**src/hdl/framer_status_pkg.sv**
```systemverilog
// Purpose: shared constants for the framer channel status, test and interrupt registers
// Assumes: apb with 32-bit data, one aligned word per register
// Notes:   register data are 8 bits wide in the low byte
`default_nettype none
package framer_status_pkg;
    localparam logic [7:0] ADDR_BLOCK_IRQ_ENABLE = 8'h04;
    localparam logic [7:0] ADDR_BLOCK_IRQ_STATUS = 8'h08;
    localparam logic [7:0] ADDR_TEST_CONTROL     = 8'h0c;
    localparam logic [7:0] ADDR_RX_CONFIG_STATUS = 8'h10;
    localparam logic [7:0] ADDR_BLOCK_IRQ_CLEAR  = 8'h14;

    localparam int BIT_RX_IRQ       = 7;
    localparam int BIT_TX_IRQ       = 1;
    localparam int BIT_ONE_SEC      = 0;
    localparam int BIT_OH_SELECT    = 7;
    localparam int BIT_RX_GAPPED    = 6;
    localparam int BIT_TX_PAYCLK    = 5;
    localparam int BIT_PAT_LOCK     = 4;
    localparam int BIT_PAT_RX_EN    = 3;
    localparam int BIT_PAT_GEN_EN   = 2;
    localparam int BIT_ALARM        = 7;
    localparam int BIT_LOS          = 6;
    localparam int BIT_IDLE         = 5;
    localparam int BIT_OOF          = 4;

    localparam logic [7:0] IRQ_ENABLE_MASK  = 8'h83;
    localparam logic [7:0] TEST_WRITE_MASK  = 8'hec;
    localparam logic [7:0] RX_CFG_WRITE_MASK = 8'h07;
    localparam logic [7:0] RESET_VALUE      = 8'h00;

    localparam logic [14:0] PATTERN_SEED    = 15'h7fff;
    localparam int          PATTERN_LOCK_COUNT = 32;
endpackage
`default_nettype wire

```
**src/hdl/bit_clock_shaper.sv**
```systemverilog
// Purpose: turns a per-bit strobe into a payload clock pulse and an overhead pulse
// Assumes: strobe is one pclk cycle wide, one per line bit
// Notes:   both outputs are registered, one cycle after the strobe
`default_nettype none
module bit_clock_shaper (
    input  wire logic pclk,
    input  wire logic presetn,
    input  wire logic bit_strobe,
    input  wire logic bit_is_overhead,
    input  wire logic gapped,
    output logic      clock_pulse,
    output logic      overhead_pulse
);
    logic clock_next;
    logic overhead_next;

    // gapped mode drops the edge on overhead bits, ungated mode flags them instead
    assign clock_next    = bit_strobe & ~(gapped & bit_is_overhead);
    assign overhead_next = bit_strobe & ~gapped & bit_is_overhead;

    always_ff @(posedge pclk or negedge presetn) begin
        if (!presetn) begin
            clock_pulse    <= 1'b0;
            overhead_pulse <= 1'b0;
        end else begin
            clock_pulse    <= clock_next;
            overhead_pulse <= overhead_next;
        end
    end
endmodule
`default_nettype wire

```
**src/hdl/framer_channel_status_test_regs.sv**
```systemverilog
// Purpose: per-channel block interrupt status, test register and receive status of a framer
// Assumes: all inputs synchronous to pclk; line bits arrive as one-cycle strobes
// Notes:   apb slave with one setup cycle and a zero-wait access phase
`default_nettype none
module framer_channel_status_test_regs #(
    parameter int RX_SOURCES = 8,
    parameter int TX_SOURCES = 4,
    parameter int LOCK_COUNT = framer_status_pkg::PATTERN_LOCK_COUNT
) (
    input  wire logic                  pclk,
    input  wire logic                  presetn,
    input  wire logic                  psel,
    input  wire logic                  penable,
    input  wire logic                  pwrite,
    input  wire logic [7:0]            paddr,
    input  wire logic [31:0]           pwdata,
    output logic      [31:0]           prdata,
    output logic                       pready,
    output logic                       pslverr,
    output logic                       irq,
    input  wire logic [RX_SOURCES-1:0] rx_source_pending,
    input  wire logic [RX_SOURCES-1:0] rx_source_enable,
    input  wire logic [TX_SOURCES-1:0] tx_source_pending,
    input  wire logic [TX_SOURCES-1:0] tx_source_enable,
    input  wire logic                  one_second_tick,
    input  wire logic                  alarm_detect,
    input  wire logic                  los_detect,
    input  wire logic                  idle_detect,
    input  wire logic                  oof_detect,
    output logic      [2:0]            framing_config,
    input  wire logic                  rx_bit_strobe,
    input  wire logic                  rx_bit_is_overhead,
    input  wire logic                  rx_bit_data,
    output logic                       rx_payload_clock_out,
    output logic                       rx_serial_payload_out,
    output logic                       rx_overhead_indicator,
    input  wire logic                  tx_bit_strobe,
    input  wire logic                  tx_next_is_overhead,
    input  wire logic                  tx_serial_payload_in,
    input  wire logic [3:0]            tx_nibble_payload_in,
    input  wire logic                  tx_overhead_in,
    input  wire logic                  tx_overhead_from_pin,
    input  wire logic                  tx_internal_overhead,
    input  wire logic [3:0]            tx_internal_overhead_nibble,
    output logic                       tx_overhead_bit_out,
    output logic      [3:0]            tx_overhead_nibble_out,
    output logic                       tx_overhead_indicator,
    output logic                       tx_pattern_bit,
    output logic                       overhead_input_select,
    output logic                       pattern_generator_enable,
    output logic                       pattern_receiver_enable,
    output logic                       pattern_lock_flag
);
    logic [7:0]  irq_enable_reg;
    logic [7:0]  test_reg;
    logic [2:0]  rx_cfg_reg;
    logic        one_sec_reg;
    logic        one_sec_next;
    logic [31:0] prdata_reg;
    logic [14:0] gen_lfsr_reg;
    logic [14:0] rx_shift_reg;
    logic [5:0]  match_count_reg;
    logic        lock_reg;

    logic       setup_phase;
    logic       access_done;
    logic       write_done;
    logic       hit_enable;
    logic       hit_status;
    logic       hit_test;
    logic       hit_rx_cfg;
    logic       hit_clear;
    logic       addr_hit;
    logic       rx_block_irq_pending;
    logic       tx_block_irq_pending;
    logic [7:0] status_word;
    logic [7:0] test_word;
    logic [7:0] rx_cfg_word;
    logic [7:0] read_mux;
    logic       status_read_done;
    logic       clear_one_sec;
    logic       rx_gapped;
    logic       tx_payload_clock;
    logic       tx_clock_pulse;
    logic       tx_overhead_pulse;
    logic       gen_feedback;
    logic       rx_predict;
    logic       rx_payload_strobe;
    logic       rx_match;

    // address decode and phases
    assign setup_phase = psel & ~penable;
    assign access_done = psel & penable;
    assign write_done  = access_done & pwrite;
    assign hit_enable  = paddr == framer_status_pkg::ADDR_BLOCK_IRQ_ENABLE;
    assign hit_status  = paddr == framer_status_pkg::ADDR_BLOCK_IRQ_STATUS;
    assign hit_test    = paddr == framer_status_pkg::ADDR_TEST_CONTROL;
    assign hit_rx_cfg  = paddr == framer_status_pkg::ADDR_RX_CONFIG_STATUS;
    assign hit_clear   = paddr == framer_status_pkg::ADDR_BLOCK_IRQ_CLEAR;
    assign addr_hit    = hit_enable | hit_status | hit_test | hit_rx_cfg | hit_clear;
    assign pready      = 1'b1;
    assign pslverr     = access_done & ~addr_hit;
    assign prdata      = prdata_reg;

    // section summaries are levels; the host clears them at the source
    assign rx_block_irq_pending = |(rx_source_pending & rx_source_enable);
    assign tx_block_irq_pending = |(tx_source_pending & tx_source_enable);

    assign status_word = {rx_block_irq_pending, 5'h00, tx_block_irq_pending, one_sec_reg};
    assign irq         = |(status_word & irq_enable_reg);

    // lock is only meaningful with both pattern blocks on, so it is masked otherwise
    assign pattern_lock_flag = lock_reg & test_reg[framer_status_pkg::BIT_PAT_GEN_EN]
                             & test_reg[framer_status_pkg::BIT_PAT_RX_EN];
    assign test_word   = {test_reg[7:5], pattern_lock_flag, test_reg[3:2], 2'b00};
    assign rx_cfg_word = {alarm_detect, los_detect, idle_detect, oof_detect, 1'b0, rx_cfg_reg};

    assign read_mux = hit_enable ? irq_enable_reg :
                      hit_status ? status_word :
                      hit_test   ? test_word :
                      hit_rx_cfg ? rx_cfg_word : 8'h00;

    // read data is captured in setup so the answer comes from a flip-flop without a wait state
    always_ff @(posedge pclk or negedge presetn) begin
        if (!presetn) begin
            prdata_reg <= 32'h00000000;
        end else if (setup_phase && !pwrite) begin
            prdata_reg <= {24'h000000, read_mux};
        end
    end

    // one-second flag: the tick wins over a clear arriving in the same cycle
    // a read clears only what it returned, so a tick landing at the setup edge is not lost
    assign status_read_done = access_done & ~pwrite & hit_status;
    assign clear_one_sec    = (status_read_done & prdata_reg[framer_status_pkg::BIT_ONE_SEC])
                            | (write_done & hit_clear & pwdata[framer_status_pkg::BIT_ONE_SEC]);
    assign one_sec_next     = one_second_tick | (one_sec_reg & ~clear_one_sec);

    always_ff @(posedge pclk or negedge presetn) begin
        if (!presetn) begin
            one_sec_reg <= 1'b0;
        end else begin
            one_sec_reg <= one_sec_next;
        end
    end

    always_ff @(posedge pclk or negedge presetn) begin
        if (!presetn) begin
            irq_enable_reg <= framer_status_pkg::RESET_VALUE;
            test_reg       <= framer_status_pkg::RESET_VALUE;
            rx_cfg_reg     <= 3'h0;
        end else if (write_done) begin
            if (hit_enable) begin
                irq_enable_reg <= pwdata[7:0] & framer_status_pkg::IRQ_ENABLE_MASK;
            end
            if (hit_test) begin
                test_reg <= pwdata[7:0] & framer_status_pkg::TEST_WRITE_MASK;
            end
            if (hit_rx_cfg) begin
                rx_cfg_reg <= pwdata[2:0];
            end
        end
    end

    assign framing_config           = rx_cfg_reg;
    assign overhead_input_select    = test_reg[framer_status_pkg::BIT_OH_SELECT];
    assign rx_gapped                = test_reg[framer_status_pkg::BIT_RX_GAPPED];
    assign tx_payload_clock         = test_reg[framer_status_pkg::BIT_TX_PAYCLK];
    assign pattern_receiver_enable  = test_reg[framer_status_pkg::BIT_PAT_RX_EN];
    assign pattern_generator_enable = test_reg[framer_status_pkg::BIT_PAT_GEN_EN];

    // overhead source for the transmitter
    assign tx_overhead_bit_out = overhead_input_select ? tx_serial_payload_in :
                                 (tx_overhead_from_pin ? tx_overhead_in : tx_internal_overhead);
    assign tx_overhead_nibble_out = overhead_input_select ? tx_nibble_payload_in
                                                          : tx_internal_overhead_nibble;

    // receive payload clock and overhead flag
    bit_clock_shaper rx_shaper (
        .pclk            (pclk),
        .presetn         (presetn),
        .bit_strobe      (rx_bit_strobe),
        .bit_is_overhead (rx_bit_is_overhead),
        .gapped          (rx_gapped),
        .clock_pulse     (rx_payload_clock_out),
        .overhead_pulse  (rx_overhead_indicator)
    );

    always_ff @(posedge pclk or negedge presetn) begin
        if (!presetn) begin
            rx_serial_payload_out <= 1'b0;
        end else if (rx_bit_strobe) begin
            rx_serial_payload_out <= rx_bit_data;
        end
    end

    // transmit side looks one bit ahead, so the pulse leads the overhead bit
    bit_clock_shaper tx_shaper (
        .pclk            (pclk),
        .presetn         (presetn),
        .bit_strobe      (tx_bit_strobe),
        .bit_is_overhead (tx_next_is_overhead),
        .gapped          (tx_payload_clock),
        .clock_pulse     (tx_clock_pulse),
        .overhead_pulse  (tx_overhead_pulse)
    );

    // in payload-clock mode the equipment changes data on the falling side of this pulse
    assign tx_overhead_indicator = tx_payload_clock ? tx_clock_pulse : tx_overhead_pulse;

    // pattern generator, advancing once per transmit bit while enabled
    assign gen_feedback = gen_lfsr_reg[14] ^ gen_lfsr_reg[13];

    always_ff @(posedge pclk or negedge presetn) begin
        if (!presetn) begin
            gen_lfsr_reg   <= framer_status_pkg::PATTERN_SEED;
            tx_pattern_bit <= 1'b0;
        end else if (pattern_generator_enable && tx_bit_strobe) begin
            gen_lfsr_reg   <= {gen_lfsr_reg[13:0], gen_feedback};
            tx_pattern_bit <= gen_feedback;
        end
    end

    // self-synchronising pattern receiver on payload bits only
    assign rx_payload_strobe = pattern_receiver_enable & rx_bit_strobe & ~rx_bit_is_overhead;
    assign rx_predict        = rx_shift_reg[14] ^ rx_shift_reg[13];
    assign rx_match          = rx_predict == rx_bit_data;

    always_ff @(posedge pclk or negedge presetn) begin
        if (!presetn) begin
            rx_shift_reg    <= 15'h0000;
            match_count_reg <= 6'h00;
            lock_reg        <= 1'b0;
        end else if (!pattern_receiver_enable) begin
            match_count_reg <= 6'h00;
            lock_reg        <= 1'b0;
        end else if (rx_payload_strobe) begin
            rx_shift_reg <= {rx_shift_reg[13:0], rx_bit_data};
            if (!rx_match) begin
                match_count_reg <= 6'h00;
                lock_reg        <= 1'b0;
            end else if (32'(match_count_reg) + 1 >= LOCK_COUNT) begin
                lock_reg <= 1'b1;
            end else begin
                match_count_reg <= match_count_reg + 6'h01;
            end
        end
    end

    // checks
    a_rx_block_read: assert property (@(posedge pclk) disable iff (!presetn)
        (setup_phase && !pwrite && hit_status) |=> prdata[7] == $past(|(rx_source_pending & rx_source_enable)))
        else $error("rx block status read wrong");

    a_tx_block_read: assert property (@(posedge pclk) disable iff (!presetn)
        (setup_phase && !pwrite && hit_status) |=> prdata[1] == $past(|(tx_source_pending & tx_source_enable)))
        else $error("tx block status read wrong");

    a_one_sec_clear: assert property (@(posedge pclk) disable iff (!presetn)
        (status_read_done && prdata[framer_status_pkg::BIT_ONE_SEC] && !one_second_tick) |=> !one_sec_reg)
        else $error("one-second bit not cleared by read");

    a_one_sec_keep: assert property (@(posedge pclk) disable iff (!presetn)
        (status_read_done && !prdata[framer_status_pkg::BIT_ONE_SEC] && one_sec_reg) |=> one_sec_reg)
        else $error("unreported one-second bit cleared by read");

    a_one_sec_set: assert property (@(posedge pclk) disable iff (!presetn)
        one_second_tick |=> one_sec_reg ##1 (one_sec_reg || $past(clear_one_sec)))
        else $error("one-second tick lost");

    a_oh_source: assert property (@(posedge pclk) disable iff (!presetn)
        (overhead_input_select && tx_bit_strobe) |-> tx_overhead_bit_out == tx_serial_payload_in)
        else $error("overhead not taken from payload input");

    a_rx_gap_oh: assert property (@(posedge pclk) disable iff (!presetn)
        (rx_gapped && rx_bit_strobe && rx_bit_is_overhead && $stable(rx_gapped)) |=> !rx_payload_clock_out)
        else $error("rx clock edge on overhead in gapped mode");

    a_rx_oh_flag: assert property (@(posedge pclk) disable iff (!presetn)
        (!rx_gapped && rx_bit_strobe && rx_bit_is_overhead) |=> rx_payload_clock_out && rx_overhead_indicator)
        else $error("rx overhead bit not clocked and flagged");

    a_tx_oh_lead: assert property (@(posedge pclk) disable iff (!presetn)
        (!tx_payload_clock && tx_bit_strobe && tx_next_is_overhead && $stable(test_reg))
        |=> tx_overhead_indicator)
        else $error("tx overhead pulse missing");

    a_tx_gap_oh: assert property (@(posedge pclk) disable iff (!presetn)
        (tx_payload_clock && tx_bit_strobe && tx_next_is_overhead && $stable(test_reg))
        |=> !tx_overhead_indicator)
        else $error("tx payload clock edge on overhead bit");

    a_lock_valid: assert property (@(posedge pclk) disable iff (!presetn)
        pattern_lock_flag |-> (pattern_generator_enable && pattern_receiver_enable))
        else $error("lock flag shown without both enables");

    a_rx_pat_off: assert property (@(posedge pclk) disable iff (!presetn)
        !pattern_receiver_enable |=> !lock_reg && match_count_reg == 6'h00)
        else $error("pattern receiver active while disabled");

    a_gen_hold: assert property (@(posedge pclk) disable iff (!presetn)
        !pattern_generator_enable |=> $stable(gen_lfsr_reg))
        else $error("pattern generator moved while disabled");

    a_alarm_read: assert property (@(posedge pclk) disable iff (!presetn)
        (setup_phase && !pwrite && hit_rx_cfg) |=> prdata[7] == $past(alarm_detect))
        else $error("alarm bit read wrong");

    a_los_read: assert property (@(posedge pclk) disable iff (!presetn)
        (setup_phase && !pwrite && hit_rx_cfg) |=> prdata[6] == $past(los_detect))
        else $error("loss of signal bit read wrong");
endmodule
`default_nettype wire

```
**config.mk**
```make
export PLATFORM = sky130hd
export DESIGN_NAME = framer_channel_status_test_regs
export DESIGN_NICKNAME = d
export VERILOG_FILES = /design/src/hdl/framer_status_pkg.sv /design/src/hdl/bit_clock_shaper.sv /design/src/hdl/framer_channel_status_test_regs.sv
export SDC_FILE = /design/constraint.sdc
export NUM_CORES = 1
export LEC_CHECK = 0
export ABC_AREA = 0
export BUFFER_PORTS_ARGS = -buffer_cell sky130_fd_sc_hd__buf_2
export CAP_MARGIN = 20
export CORE_ASPECT_RATIO = 0.7
export CORE_MARGIN = 2
export CORE_UTILIZATION = 40
export CTS_BUF_LIST = sky130_fd_sc_hd__clkbuf_16
export CTS_CLUSTER_SIZE = 40
export DETAILED_ROUTE_END_ITERATION = 16
export MAX_ROUTING_LAYER = met4
export PLACE_DENSITY = 0.73
export SKIP_LAST_GASP = 1
export SYNTH_ARGS = -nofsm -noshare
export SYNTH_HDL_FRONTEND = slang
export SYNTH_SLANG_ARGS = --single-unit
```
**constraint.sdc**
```tcl
create_clock -name pclk -period 1.8 [get_ports pclk]
set_clock_uncertainty 0.15 [all_clocks]
set_input_delay 0.36 -clock pclk [delete_from_list [all_inputs] [get_ports pclk]]
set_output_delay 0.36 -clock pclk [all_outputs]
set_load 0.03 [all_outputs]
```
======== Word-level counts from Yosys, hierarchy flattened ========
Cells that the tools add are included.
cells by class
  equal/unequal tests ..................... 9
  bitwise gates (word level) .............. 42
  multiplexer cells ....................... 16
  $lt $le $gt $ge ......................... 1
  add/subtract/negate cells ............... 2
  reduce and logical (&&, ||, !) cells .... 12
operators with widths
  kind                                                                number
  two-way mux 8 bit                                                   4
  two-way mux 6 bit                                                   4
  AND 1 bit                                                           22
  AND 8 bit                                                           2
  == test 8 x 4 -> 1 bit (second input constant)                      2
  == test 8 x 5 -> 1 bit (second input constant)                      2
  OR reduction 8 bit                                                  2
  AND reduction 2 bit                                                 6
  NOT 1 bit                                                           9
  == test 8 x 3 -> 1 bit (second input constant)                      1
  adder 6 x 1 -> 7 bit (second input constant)                        1
  greater-or-equal comparator 7 x 6 -> 1 bit (second input constant)  1
  two-way mux 1 bit                                                   7
  adder 6 x 1 -> 6 bit (second input constant)                        1
  OR 1 bit                                                            6
  AND 4 bit                                                           1
  two-way mux 4 bit                                                   1
  OR reduction 4 bit                                                  1
  inequality test 3 x 2 -> 1 bit (second input constant)              1
  inequality test 3 bit (second input constant)                       1
  logical AND 1 bit                                                   2
  inequality test 2 x 1 -> 1 bit (second input constant)              1
  XOR 1 bit                                                           2
  == test 1 bit                                                       1
  zero test 1 bit                                                     1
storage, ports and cells
  flip-flop bits (word level) ............. 63
  output and inout bits ................... 52
  logic and storage cells ................. 97

======== Logic depth before layout (Yosys ltp) ========
Gate-level depths: netlist of the first run.
  word-level depth ........................ 8
  gate-level depth with buffers ........... 6
  depth with buffers taken out ............ 5

======== Cells and area by module ========
A second synthesis of the first run with hierarchy kept.
unflattened totals
  cells, all modules ...................... 270
  area total of the unflattened synthesis .. 3194.3 um^2
modules (own cells, without submodules)
  module                           area each (um^2)  sequential area each (um^2)  cells an instance  times used
  framer_channel_status_test_regs  3061.7            1495.2                       262                1
  bit_clock_shaper                 66.3              50.0                         4                  2

======== Worst setup path after synthesis of the first run ========
OpenSTA, ideal clock, no wires.
  kind .................................... register -> output
  from .................................... register test_reg[7]
  to ...................................... output port tx_overhead_bit_out
  data arrival time ....................... 1414 ps
  slack ................................... -124 ps
  cell stages (with the launch flop) ...... 3
  cells stage by stage .................... dfrtp_1 -> clkbuf_1 -> o21ai_0
between the ends
  longest elaborated chain between the ends .. 1
ends and longest elaborated chain
  what                    RTL line                                RTL
  start, declared         framer_channel_status_test_regs.sv:55   logic [7:0] test_reg;
  start signal, assigned  framer_channel_status_test_regs.sv:150  test_reg <= framer_status_pkg::RESET_VALUE;
  start signal, assigned  framer_channel_status_test_regs.sv:157  test_reg <= pwdata[7:0] & framer_status_pkg::TEST_WRITE_MASK;
  two-way mux 1 bit       framer_channel_status_test_regs.sv:173  assign tx_overhead_bit_out = overhead_input_select ? tx_serial_payload_in :
  end, declared           framer_channel_status_test_regs.sv:45   output logic tx_overhead_bit_out,
No other way between the ends.

======== Worst setup path after layout of the first run ========
  from .................................... register match_count_reg[1]
  to ...................................... register match_count_reg[0]
between the ends
  longest elaborated chain between the ends .. 4
ends and longest elaborated chain
  what                                        RTL line                                RTL
  start, declared                             framer_channel_status_test_regs.sv:62   logic [5:0] match_count_reg;
  start signal, assigned                      framer_channel_status_test_regs.sv:245  match_count_reg <= match_count_reg + 6'h01;
  adder 6 x 1 -> 7 bit                        framer_channel_status_test_regs.sv:242  end else if (32'(match_count_reg) + 1 >= LOCK_COUNT) begin
  greater-or-equal comparator 7 x 6 -> 1 bit  framer_channel_status_test_regs.sv:242
  inequality test 3 bit (no source line)      -
  AND reduction 2 bit (no source line)        -
No other way between the ends.
A chain may end at the register's enable or synchronous reset.

==> flow_summary.yaml, run 1 <==
worst_setup_path:
  start_kind: "register"
  reg2reg_slack_ns: -0.04
  worstSetupStartpoint: "match_count_reg[1]"
  crit_chain: "ha_2 -> nand4b_1 -> or2_4 -> a31o_4 -> mux2_4"
  critPathMaxFanout: 3
  worstRegToRegCells: 5
  regToRegStartpoint: "match_count_reg[1]"
  critical_path.reg2reg.endpoint: "match_count_reg[0]"
  cp-end-kind: "register"
  critical_path.max_stage_delay_ns: 0.39
  timing_worst_setup_path_type: "reg2reg"
  standard_cell_with_the_maximum_stage_delay_on_the_critical_path: "sky130_fd_sc_hd__dfrtp_1"
  worstSetupEndpoint: "match_count_reg[0]"
  required_ns: 1.85
  cp_arrival_ns: 1.89
global_routing:
  wire_length_of_the_first_global_routing_pass_mm: 12.1
  number_of_global_route_vias_before_repair: 2514
  grt_max_degree: 64
  overflow: 0
  grt_antenna_before_repair: 0
  groute.usage.overall_pct: 17.9
pwr:
  ir_worst_vdd_mv: 0.679
  power.density_nw_per_um2: 848
  p_total_mw: 3.64
  reported_leakage_power_nw: 2.12
clocking:
  cts_inserted_buffers: 9
  clock_latency_ns: 0.32
  clockRootBuffer: "sky130_fd_sc_hd__clkbuf_16"
  clk_path_buf_depth: 2
  clkTransAtPathRegs_ns: 0.05
  h_tree_levels: 3
  cts_tree: "built"
  tritoncts_num_sinks: 63
timing:
  rsz0062_at_grt: "true"
  achievable_clock_frequency_ghz: 0.543
  final_hold_viol_count: 0
  finalCriticalPeriod_ns: 1.84
  final.setup.tns_ns: -0.0785
  fin_crit_sh_pct: 102
  timing.final.max_slew_violations: 0
  layout_setup_ws_ns: -0.0425
  finalSetupViolations: 2
run_status:
  failed_checks: "negative setup slack"
  status: "finished, violations left"
place:
  dp_hpwl_mm: 5.52
  postPlaceCellArea_sq_um: 3820
  gpl.final_weighted_congestion: 0.975
  placement.io_buffers: 92
  dpl.cell_count: 475
final_layout:
  layout.area.seq_sq_um: 1600
  instances_no_fill: 500
  final.fill_count: 685
  final_cell_area_sq_um: 4300
  diodes: 0
  area_growth_pct: 33.9
  fraction_of_layout_cells_with_a_size_suffix_above_1_pct: 53.9
  multi_input_area_sq_um: 1520
  fin_nets: 486
  layout.core_utilization_pct: 54.8
floorplan:
  floorplan.rows: 27
  initial_utilization_pct: 41.0
  io_pins: 143
  dieArea_sq_um: 8770
  die_width_microns: 111
  die_height_microns: 79.0
  core_sq_um: 7840
synth:
  ys_top_cells_by_count: "sky130_fd_sc_hd__dfrtp_1 (48), sky130_fd_sc_hd__mux2_2 (42), sky130_fd_sc_hd__buf_4 (27)"
  yosys.area.top_type_share_pct: 37.4
  netlist.top_cell.by_area: "sky130_fd_sc_hd__dfrtp_1"
  count_of_unique_library_cells_instantiated_by_yosys: 54
  synthTopCellsByArea: "sky130_fd_sc_hd__dfrtp_1 (37%), sky130_fd_sc_hd__mux2_2 (15%), sky130_fd_sc_hd__dfstp_2 (12%), sky130_fd_sc_hd__buf_4 (6.3%), sky130_fd_sc_hd__mux2_4 (2.3%)"
  synth.cell_area_sq_um: 3210
  synth-seq-cells: 63
  netlist_instances: 274
  dominant_cell_by_count_in_the_synthesized_netlist: "sky130_fd_sc_hd__dfrtp_1"
  postSynthAreaPerCell_sq_um: 11.7
  synth_async_sr_flop_share_pct: 100
  synth_sequential_area_ratio_pct: 49.7
  synth-edff-count: 0
  postSynth.topFlopCell: "sky130_fd_sc_hd__dfrtp_1"
  synth-warning-count: 0
detailed_routing:
  detail_route.iter0.violations: 149
  via_per_inst: 4.98
  drcViolationCount: 0
  drt-pass1-iter-count: 4
  drt_wl_total_mm: 7.35
  post_drt_wl_per_cell_microns: 14.7
  via_count: 2491
  ant_nets: 0
flow_run:
  cap_violations: 0
worst_hold_path:
  worst_hold_path_type: "in2reg"
==> kinds of logic after synthesis <==
logic type      count (synthesis)  share of synthesized area, %
compound gates                 47                          10.2
simple gates                   69                          12.2
fa+ha+maj                       1                         0.390
other cells                     2                         0.234
mux                            52                          18.6
xor+xnor                        2                         0.974
flops                          63                          49.7
buf+inv                        38                          7.75
==> cells in the final DEF (no fill, tap or decap), types with 4 or more instances in the layout <==
| cell type | netlist | final |
|---|---|---|
| sky130_fd_sc_hd__nand3_1 | 5 | 5 |
| sky130_fd_sc_hd__buf_4 | 27 | 31 |
| sky130_fd_sc_hd__mux2i_1 | 5 | 5 |
| sky130_fd_sc_hd__inv_1 | 3 | 5 |
| sky130_fd_sc_hd__buf_6 | 0 | 5 |
| sky130_fd_sc_hd__nand2_1 | 19 | 19 |
| sky130_fd_sc_hd__a31oi_1 | 4 | 4 |
| sky130_fd_sc_hd__buf_2 | 4 | 83 |
| sky130_fd_sc_hd__o21ai_0 | 6 | 5 |
| sky130_fd_sc_hd__and2_1 | 6 | 6 |
| sky130_fd_sc_hd__clkbuf_16 | 0 | 9 |
| sky130_fd_sc_hd__a21oi_1 | 7 | 7 |
| sky130_fd_sc_hd__nor2_1 | 9 | 9 |
| sky130_fd_sc_hd__conb_1 | 2 | 25 |
| sky130_fd_sc_hd__mux2_2 | 42 | 39 |
| sky130_fd_sc_hd__mux2_4 | 5 | 8 |
| sky130_fd_sc_hd__nor3_1 | 7 | 6 |
| sky130_fd_sc_hd__dfrtp_1 | 48 | 46 |
| sky130_fd_sc_hd__a22oi_2 | 0 | 4 |
| sky130_fd_sc_hd__dfstp_2 | 15 | 15 |
| sky130_fd_sc_hd__nor3_2 | 3 | 4 |
==> cell type report <==
type	instances	area share, %
repair buffers	121	17.1
well taps	101	2.94
inverters	3	0.262
multi-input cells	196	35.4
clock buffers	9	5.24
clock inverters	7	1.89
flip-flops and latches	63	37.2
==> where the power goes <==
part,switching (mW),internal [mW]
combinational,0.262,0.161
clock,0.564,1.19
sequential,0.0162,1.45
total,0.842,2.80
==> per-layer routing <==
metal / wire [microns] / global-route usage [%] / vias to the layer above
met5: 0 / - / -
met4: 147 / 6.17 / 0
met3: 445 / 5.73 / 13
met2: 3540 / 28.5 / 82
met1: 3220 / 21.9 / 1212
li1: - / - / 1184
==> worst min-delay path by stage <==
stage,startpoint,endpoint,slack [ns],cells past startpoint
3_3_place_gp,presetn,prdata[2],0.24,2
3_5_place_dp,presetn,prdata[2],0.24,2
2_1_floorplan,presetn,framing_config[0],-0.09,0
5_1_grt,one_second_tick,one_sec_reg,0.10,2
4_1_cts,one_second_tick,one_sec_reg,0.09,2
6_report,tx_next_is_overhead,tx_shaper.clock_pulse,0.10,2
==> metrics by stage <==
step | hold WS [ns] | setup WS [ns]
6_report | 0.102 | -0.0425
5_1_grt | 0.101 | -0.128
4_1_cts | 0.0913 | -0.0341
3_5_place_dp | 0.244 | -0.197
3_3_place_gp | 0.238 | -0.167
2_1_floorplan | -0.0856 | -0.0149
==> what timing repair did <==
action	4_1_cts	5_1_grt
gates resized for setup	15	12
endpoints found under the setup margin	8	9
pin swaps	8	1
buffers inserted	7	1
cloned	0	0
hold buffers	1	0
endpoints found under the hold margin	48	0
==> critical path, delay by kind of cell (launching register included) <==
| kind | cells | cell delay [ns] |
|---|---|---|
| AOI/OAI and AO/OA | 1 | 0.23 |
| adders and majority gates | 1 | 0.20 |
| muxes | 1 | 0.26 |
| DFF | 1 | 0.39 |
| and+or+nand+nor | 2 | 0.49 |
(Power assumes the default switching activity.)
==> run 2: changes to the inputs <==
CORE_UTILIZATION = 42   (was 40)
PLACE_DENSITY = 0.75   (was 0.73)
==> flow_summary.yaml, run 2 (same netlist as run 1, synthesis figures left out) <==
run_status:
  status: "finished, violations left"
  failed_checks: "negative setup slack"
worst_setup_path:
  cp_arrival_ns: 1.30
  timing_worst_setup_path_type: "in2out"
  required_ns: 1.29
  critPathMaxFanout: 2
  start_kind: "input pin"
  cp-end-kind: "output port"
global_routing:
  groute.usage.overall_pct: 18.2
  overflow: 0
  number_of_global_route_vias_before_repair: 2464
  grt_max_degree: 64
  wire_length_of_the_first_global_routing_pass_mm: 11.6
  grt_antenna_before_repair: 0
floorplan:
  floorplan.rows: 26
  io_pins: 143
  dieArea_sq_um: 8370
  die_height_microns: 77.2
  core_sq_um: 7350
  die_width_microns: 109
  initial_utilization_pct: 43.7
timing:
  fin_crit_sh_pct: 101
  final.setup.tns_ns: -0.0133
  finalSetupViolations: 1
  final_hold_viol_count: 0
  layout_setup_ws_ns: -0.0133
  achievable_clock_frequency_ghz: 0.551
  timing.final.max_slew_violations: 0
  finalCriticalPeriod_ns: 1.81
  final.hold.worst_slack_ns: 0.0774
  rsz0062_at_grt: "true"
clocking:
  h_tree_levels: 3
  clock_latency_ns: 0.33
  tritoncts_num_sinks: 63
  cts_tree: "built"
  clkTransAtPathRegs_ns: 0.05
  clk_path_buf_depth: 2
  cts_inserted_buffers: 9
  clockRootBuffer: "sky130_fd_sc_hd__clkbuf_16"
final_layout:
  area_growth_pct: 32.1
  fin_nets: 484
  instances_no_fill: 495
  final_cell_area_sq_um: 4240
  fraction_of_layout_cells_with_a_size_suffix_above_1_pct: 53.4
  mostFrequentLayoutCell: "sky130_fd_sc_hd__buf_2"
  layout_common_cells: "sky130_fd_sc_hd__buf_2 (83), sky130_fd_sc_hd__dfrtp_1 (45), sky130_fd_sc_hd__mux2_2 (38)"
  diodes: 0
detailed_routing:
  post_drt_wl_per_cell_microns: 14.3
  via_per_inst: 5.01
  via_count: 2478
  drt_wl_total_mm: 7.07
  ant_nets: 0
  detail_route.iter0.violations: 133
  drt-pass1-iter-count: 4
  drcViolationCount: 0
place:
  dp_hpwl_mm: 5.28
  dpl.cell_count: 474
  placement.io_buffers: 92
  postPlaceCellArea_sq_um: 3830
  gpl.final_weighted_congestion: 0.950
pwr:
  ir_worst_vdd_mv: 0.471
  reported_leakage_power_nw: 2.10
  p_total_mw: 3.37
  power.density_nw_per_um2: 794
worst_hold_path:
  worst_hold_path_type: "in2reg"
flow_run:
  cap_violations: 0
-- run 2: cell types whose count changed in the layout (fill, tap and decap cells not counted), sizes merged --
cell,before,now
clkinv,3,4
bufinv,2,0
clkinvlp,0,1
buf,120,118
-- run 2: final timing paths --
check                                startpoint                    end  slack [ns]  depth (start not counted)
setup / recovery           rx_source_pending[0]                    irq       -0.01                          6
hold / removal              tx_next_is_overhead  tx_shaper.clock_pulse        0.08                          2
setup reg to reg             match_count_reg[0]     match_count_reg[0]        0.03                          5
hold reg to reg                       prdata[5]              prdata[5]        0.33                          2
max in group asynchronous               presetn        gen_lfsr_reg[5]        0.76                          3
min in group asynchronous               presetn      framing_config[1]        0.42                          3
-- run 2: where the power goes --
group          leakage (nW)  total [mW]  switching, mW  internal (mW)
clock                 0.135        1.48          0.577          0.906
combinational          1.16       0.417          0.257          0.160
sequential            0.801        1.47         0.0167           1.45
total                  2.10        3.37          0.851           2.52
-- run 2: timing repair --
action | 4_1_cts | 5_1_grt
hold endpoints to repair | 48 | 0
pin swaps | 7 | 3
setup buffers | 4 | 0
resized for setup | 13 | 19
hold buffers | 1 | 0
endpoints found under the setup margin | 6 | 9
-- run 2: stage by stage --
| stage | worst slack [ns] | util (%) |
|---|---|---|
| final | -0.0133 | 57.7 |
| after global routing | -0.117 | 57.7 |
| after CTS | -0.0149 | 57.0 |
| after detailed placement | -0.154 | 52.1 |
| after global placement | -0.127 | 52.1 |
| after floorplan | -0.0149 | - |
-- run 2: metal layers --
layer	up-vias	GRT usage, %	share of wire (%)
met2	72	28.4	48
met4	0	4.74	1.8
met3	16	5.70	5.8
met5	-	-	0
li1	1185	-	-
met1	1205	23.0	45
-- run 2: critical path, stage by stage --
cell                       delay, ns
sky130_fd_sc_hd__buf_2          0.12
sky130_fd_sc_hd__a22oi_2        0.16
sky130_fd_sc_hd__nand4_1        0.13
sky130_fd_sc_hd__a222oi_1       0.30
sky130_fd_sc_hd__inv_1          0.09
sky130_fd_sc_hd__buf_6          0.15
-- run 2: layout make-up --
| type | instances | area (sq um) |
|---|---|---|
| fill | 637 | 3110 |
| sequential | 63 | 1600 |
| multi-input combinational | 196 | 1520 |
| timing repair buffer | 119 | 734 |
| clock buffer | 9 | 225 |
| tap | 98 | 123 |
| clock inverter | 7 | 33.8 |
| inverter | 3 | 11.3 |
==> run 3: changes to the inputs <==
clock period = 1.66 ns   (was 1.8 ns; I/O delays follow)
==> flow_summary.yaml, run 3 (same netlist as run 1, synthesis figures left out) <==
detailed_routing:
  drt_wl_total_mm: 7.75
  via_count: 2552
  via_per_inst: 4.98
  drcViolationCount: 0
  drt-pass1-iter-count: 4
  detail_route.iter0.violations: 137
  ant_nets: 0
  post_drt_wl_per_cell_microns: 15.1
worst_setup_path:
  crit_chain: "buf_2 -> a22oi_2 -> nand4_1 -> a222oi_1 -> inv_1 -> buf_6"
  cp_arrival_ns: 1.40
  timing_worst_setup_path_type: "in2out"
  critical_path.max_stage_delay_ns: 0.36
  critPathMaxFanout: 2
  start_kind: "input pin"
  standard_cell_with_the_maximum_stage_delay_on_the_critical_path: "sky130_fd_sc_hd__a222oi_1"
  required_ns: 1.18
  cp-end-kind: "output port"
pwr:
  ir_worst_vdd_mv: 0.548
  reported_leakage_power_nw: 2.24
  p_total_mw: 3.70
  power.density_nw_per_um2: 812
timing:
  fin_crit_sh_pct: 113
  final.setup.tns_ns: -0.734
  timing.final.max_slew_violations: 0
  finalCriticalPeriod_ns: 1.88
  layout_setup_ws_ns: -0.217
  rsz0062_at_grt: "true"
  achievable_clock_frequency_ghz: 0.533
  final.hold.worst_slack_ns: 0.0636
  final_hold_viol_count: 0
  finalSetupViolations: 9
final_layout:
  final.fill_count: 588
  fraction_of_layout_cells_with_a_size_suffix_above_1_pct: 58.7
  layout_common_cells: "sky130_fd_sc_hd__buf_2 (81), sky130_fd_sc_hd__dfrtp_1 (44), sky130_fd_sc_hd__buf_4 (36)"
  final_cell_area_sq_um: 4550
  instances_no_fill: 512
  area_growth_pct: 41.9
  mostFrequentLayoutCell: "sky130_fd_sc_hd__buf_2"
  diodes: 0
  fin_nets: 501
clocking:
  clock_latency_ns: 0.32
  clkTransAtPathRegs_ns: 0.05
  h_tree_levels: 3
  cts_tree: "built"
  clk_path_buf_depth: 2
  tritoncts_num_sinks: 63
  cts_inserted_buffers: 9
  clockRootBuffer: "sky130_fd_sc_hd__clkbuf_16"
worst_hold_path:
  worst_hold_path_type: "in2reg"
run_status:
  failed_checks: "negative setup slack"
  status: "finished, violations left"
floorplan:
  core_sq_um: 7350
  floorplan.rows: 26
  dieArea_sq_um: 8370
  initial_utilization_pct: 43.7
  die_width_microns: 109
  io_pins: 143
  die_height_microns: 77.2
place:
  dpl.cell_count: 482
  placement.io_buffers: 92
  postPlaceCellArea_sq_um: 3970
  dp_hpwl_mm: 5.58
  gpl.final_weighted_congestion: 0.983
global_routing:
  grt_antenna_before_repair: 0
  groute.usage.overall_pct: 19.6
  grt_max_degree: 64
  wire_length_of_the_first_global_routing_pass_mm: 12.2
  number_of_global_route_vias_before_repair: 2552
  overflow: 0
flow_run:
  cap_violations: 0
==> run 3: per-stage QoR <==
step | setup WS (ns) | utilization [%]
after detailed placement | -0.303 | 54.0
after global placement | -0.296 | 54.0
final | -0.217 | 61.9
after floorplan | -0.0994 | -
after CTS | -0.122 | 59.7
after global routing | -0.318 | 61.9
==> run 3: metal layers <==
| metal | vias to the layer above | global-route usage, % | part of all wire, % |
|---|---|---|---|
| met5 | - | - | 0 |
| met4 | 0 | 7.05 | 1.9 |
| met3 | 19 | 6.04 | 5.8 |
| met2 | 75 | 29.8 | 49 |
| met1 | 1242 | 24.8 | 43 |
| li1 | 1216 | - | - |
==> run 3: final cells by class <==
type | count | area (sq um) | area share [%]
clock inverter | 7 | 33.8 | 0.742
inverter | 3 | 11.3 | 0.247
tap | 98 | 123 | 2.69
sequential | 63 | 1600 | 35.1
clock buffer | 9 | 225 | 4.95
multi-input combinational | 196 | 1640 | 36.1
timing repair buffer | 136 | 918 | 20.2
==> run 3: critical path, delay by kind of cell <==
family / cells / cell delay (ns)
and+or+nand+nor: 1 / 0.16
buffers and inverters: 3 / 0.38
AOI/OAI and AO/OA: 2 / 0.52
==> run 3: path summary, 6_finish.rpt <==
path                       slack, ns                    end            startpoint  depth (start not counted)
setup / recovery               -0.22                    irq  rx_source_pending[1]                          6
hold / removal                  0.06  tx_shaper.clock_pulse   tx_next_is_overhead                          2
setup reg to reg               -0.13     match_count_reg[0]    match_count_reg[0]                          5
hold reg to reg                 0.34         tx_pattern_bit        tx_pattern_bit                          1
max in group asynchronous       0.65       gen_lfsr_reg[14]               presetn                          3
min in group asynchronous       0.40        rx_shift_reg[7]               presetn                          3
==> run 3: where the power goes <==
part / leakage (nW) / switching [mW] / internal, mW
clock: 0.135 / 0.616 / 0.982
sequential: 0.799 / 0.0162 / 1.57
combinational: 1.30 / 0.304 / 0.205
==> run 3: repair_timing <==
action | in CTS | in global routing
cloned | 0 | 0
resized for setup | 28 | 30
hold endpoints to repair | 48 | 0
buffers inserted | 8 | 8
pin swaps | 5 | 16
endpoints found under the setup margin | 12 | 25
hold buffers | 1 | 0
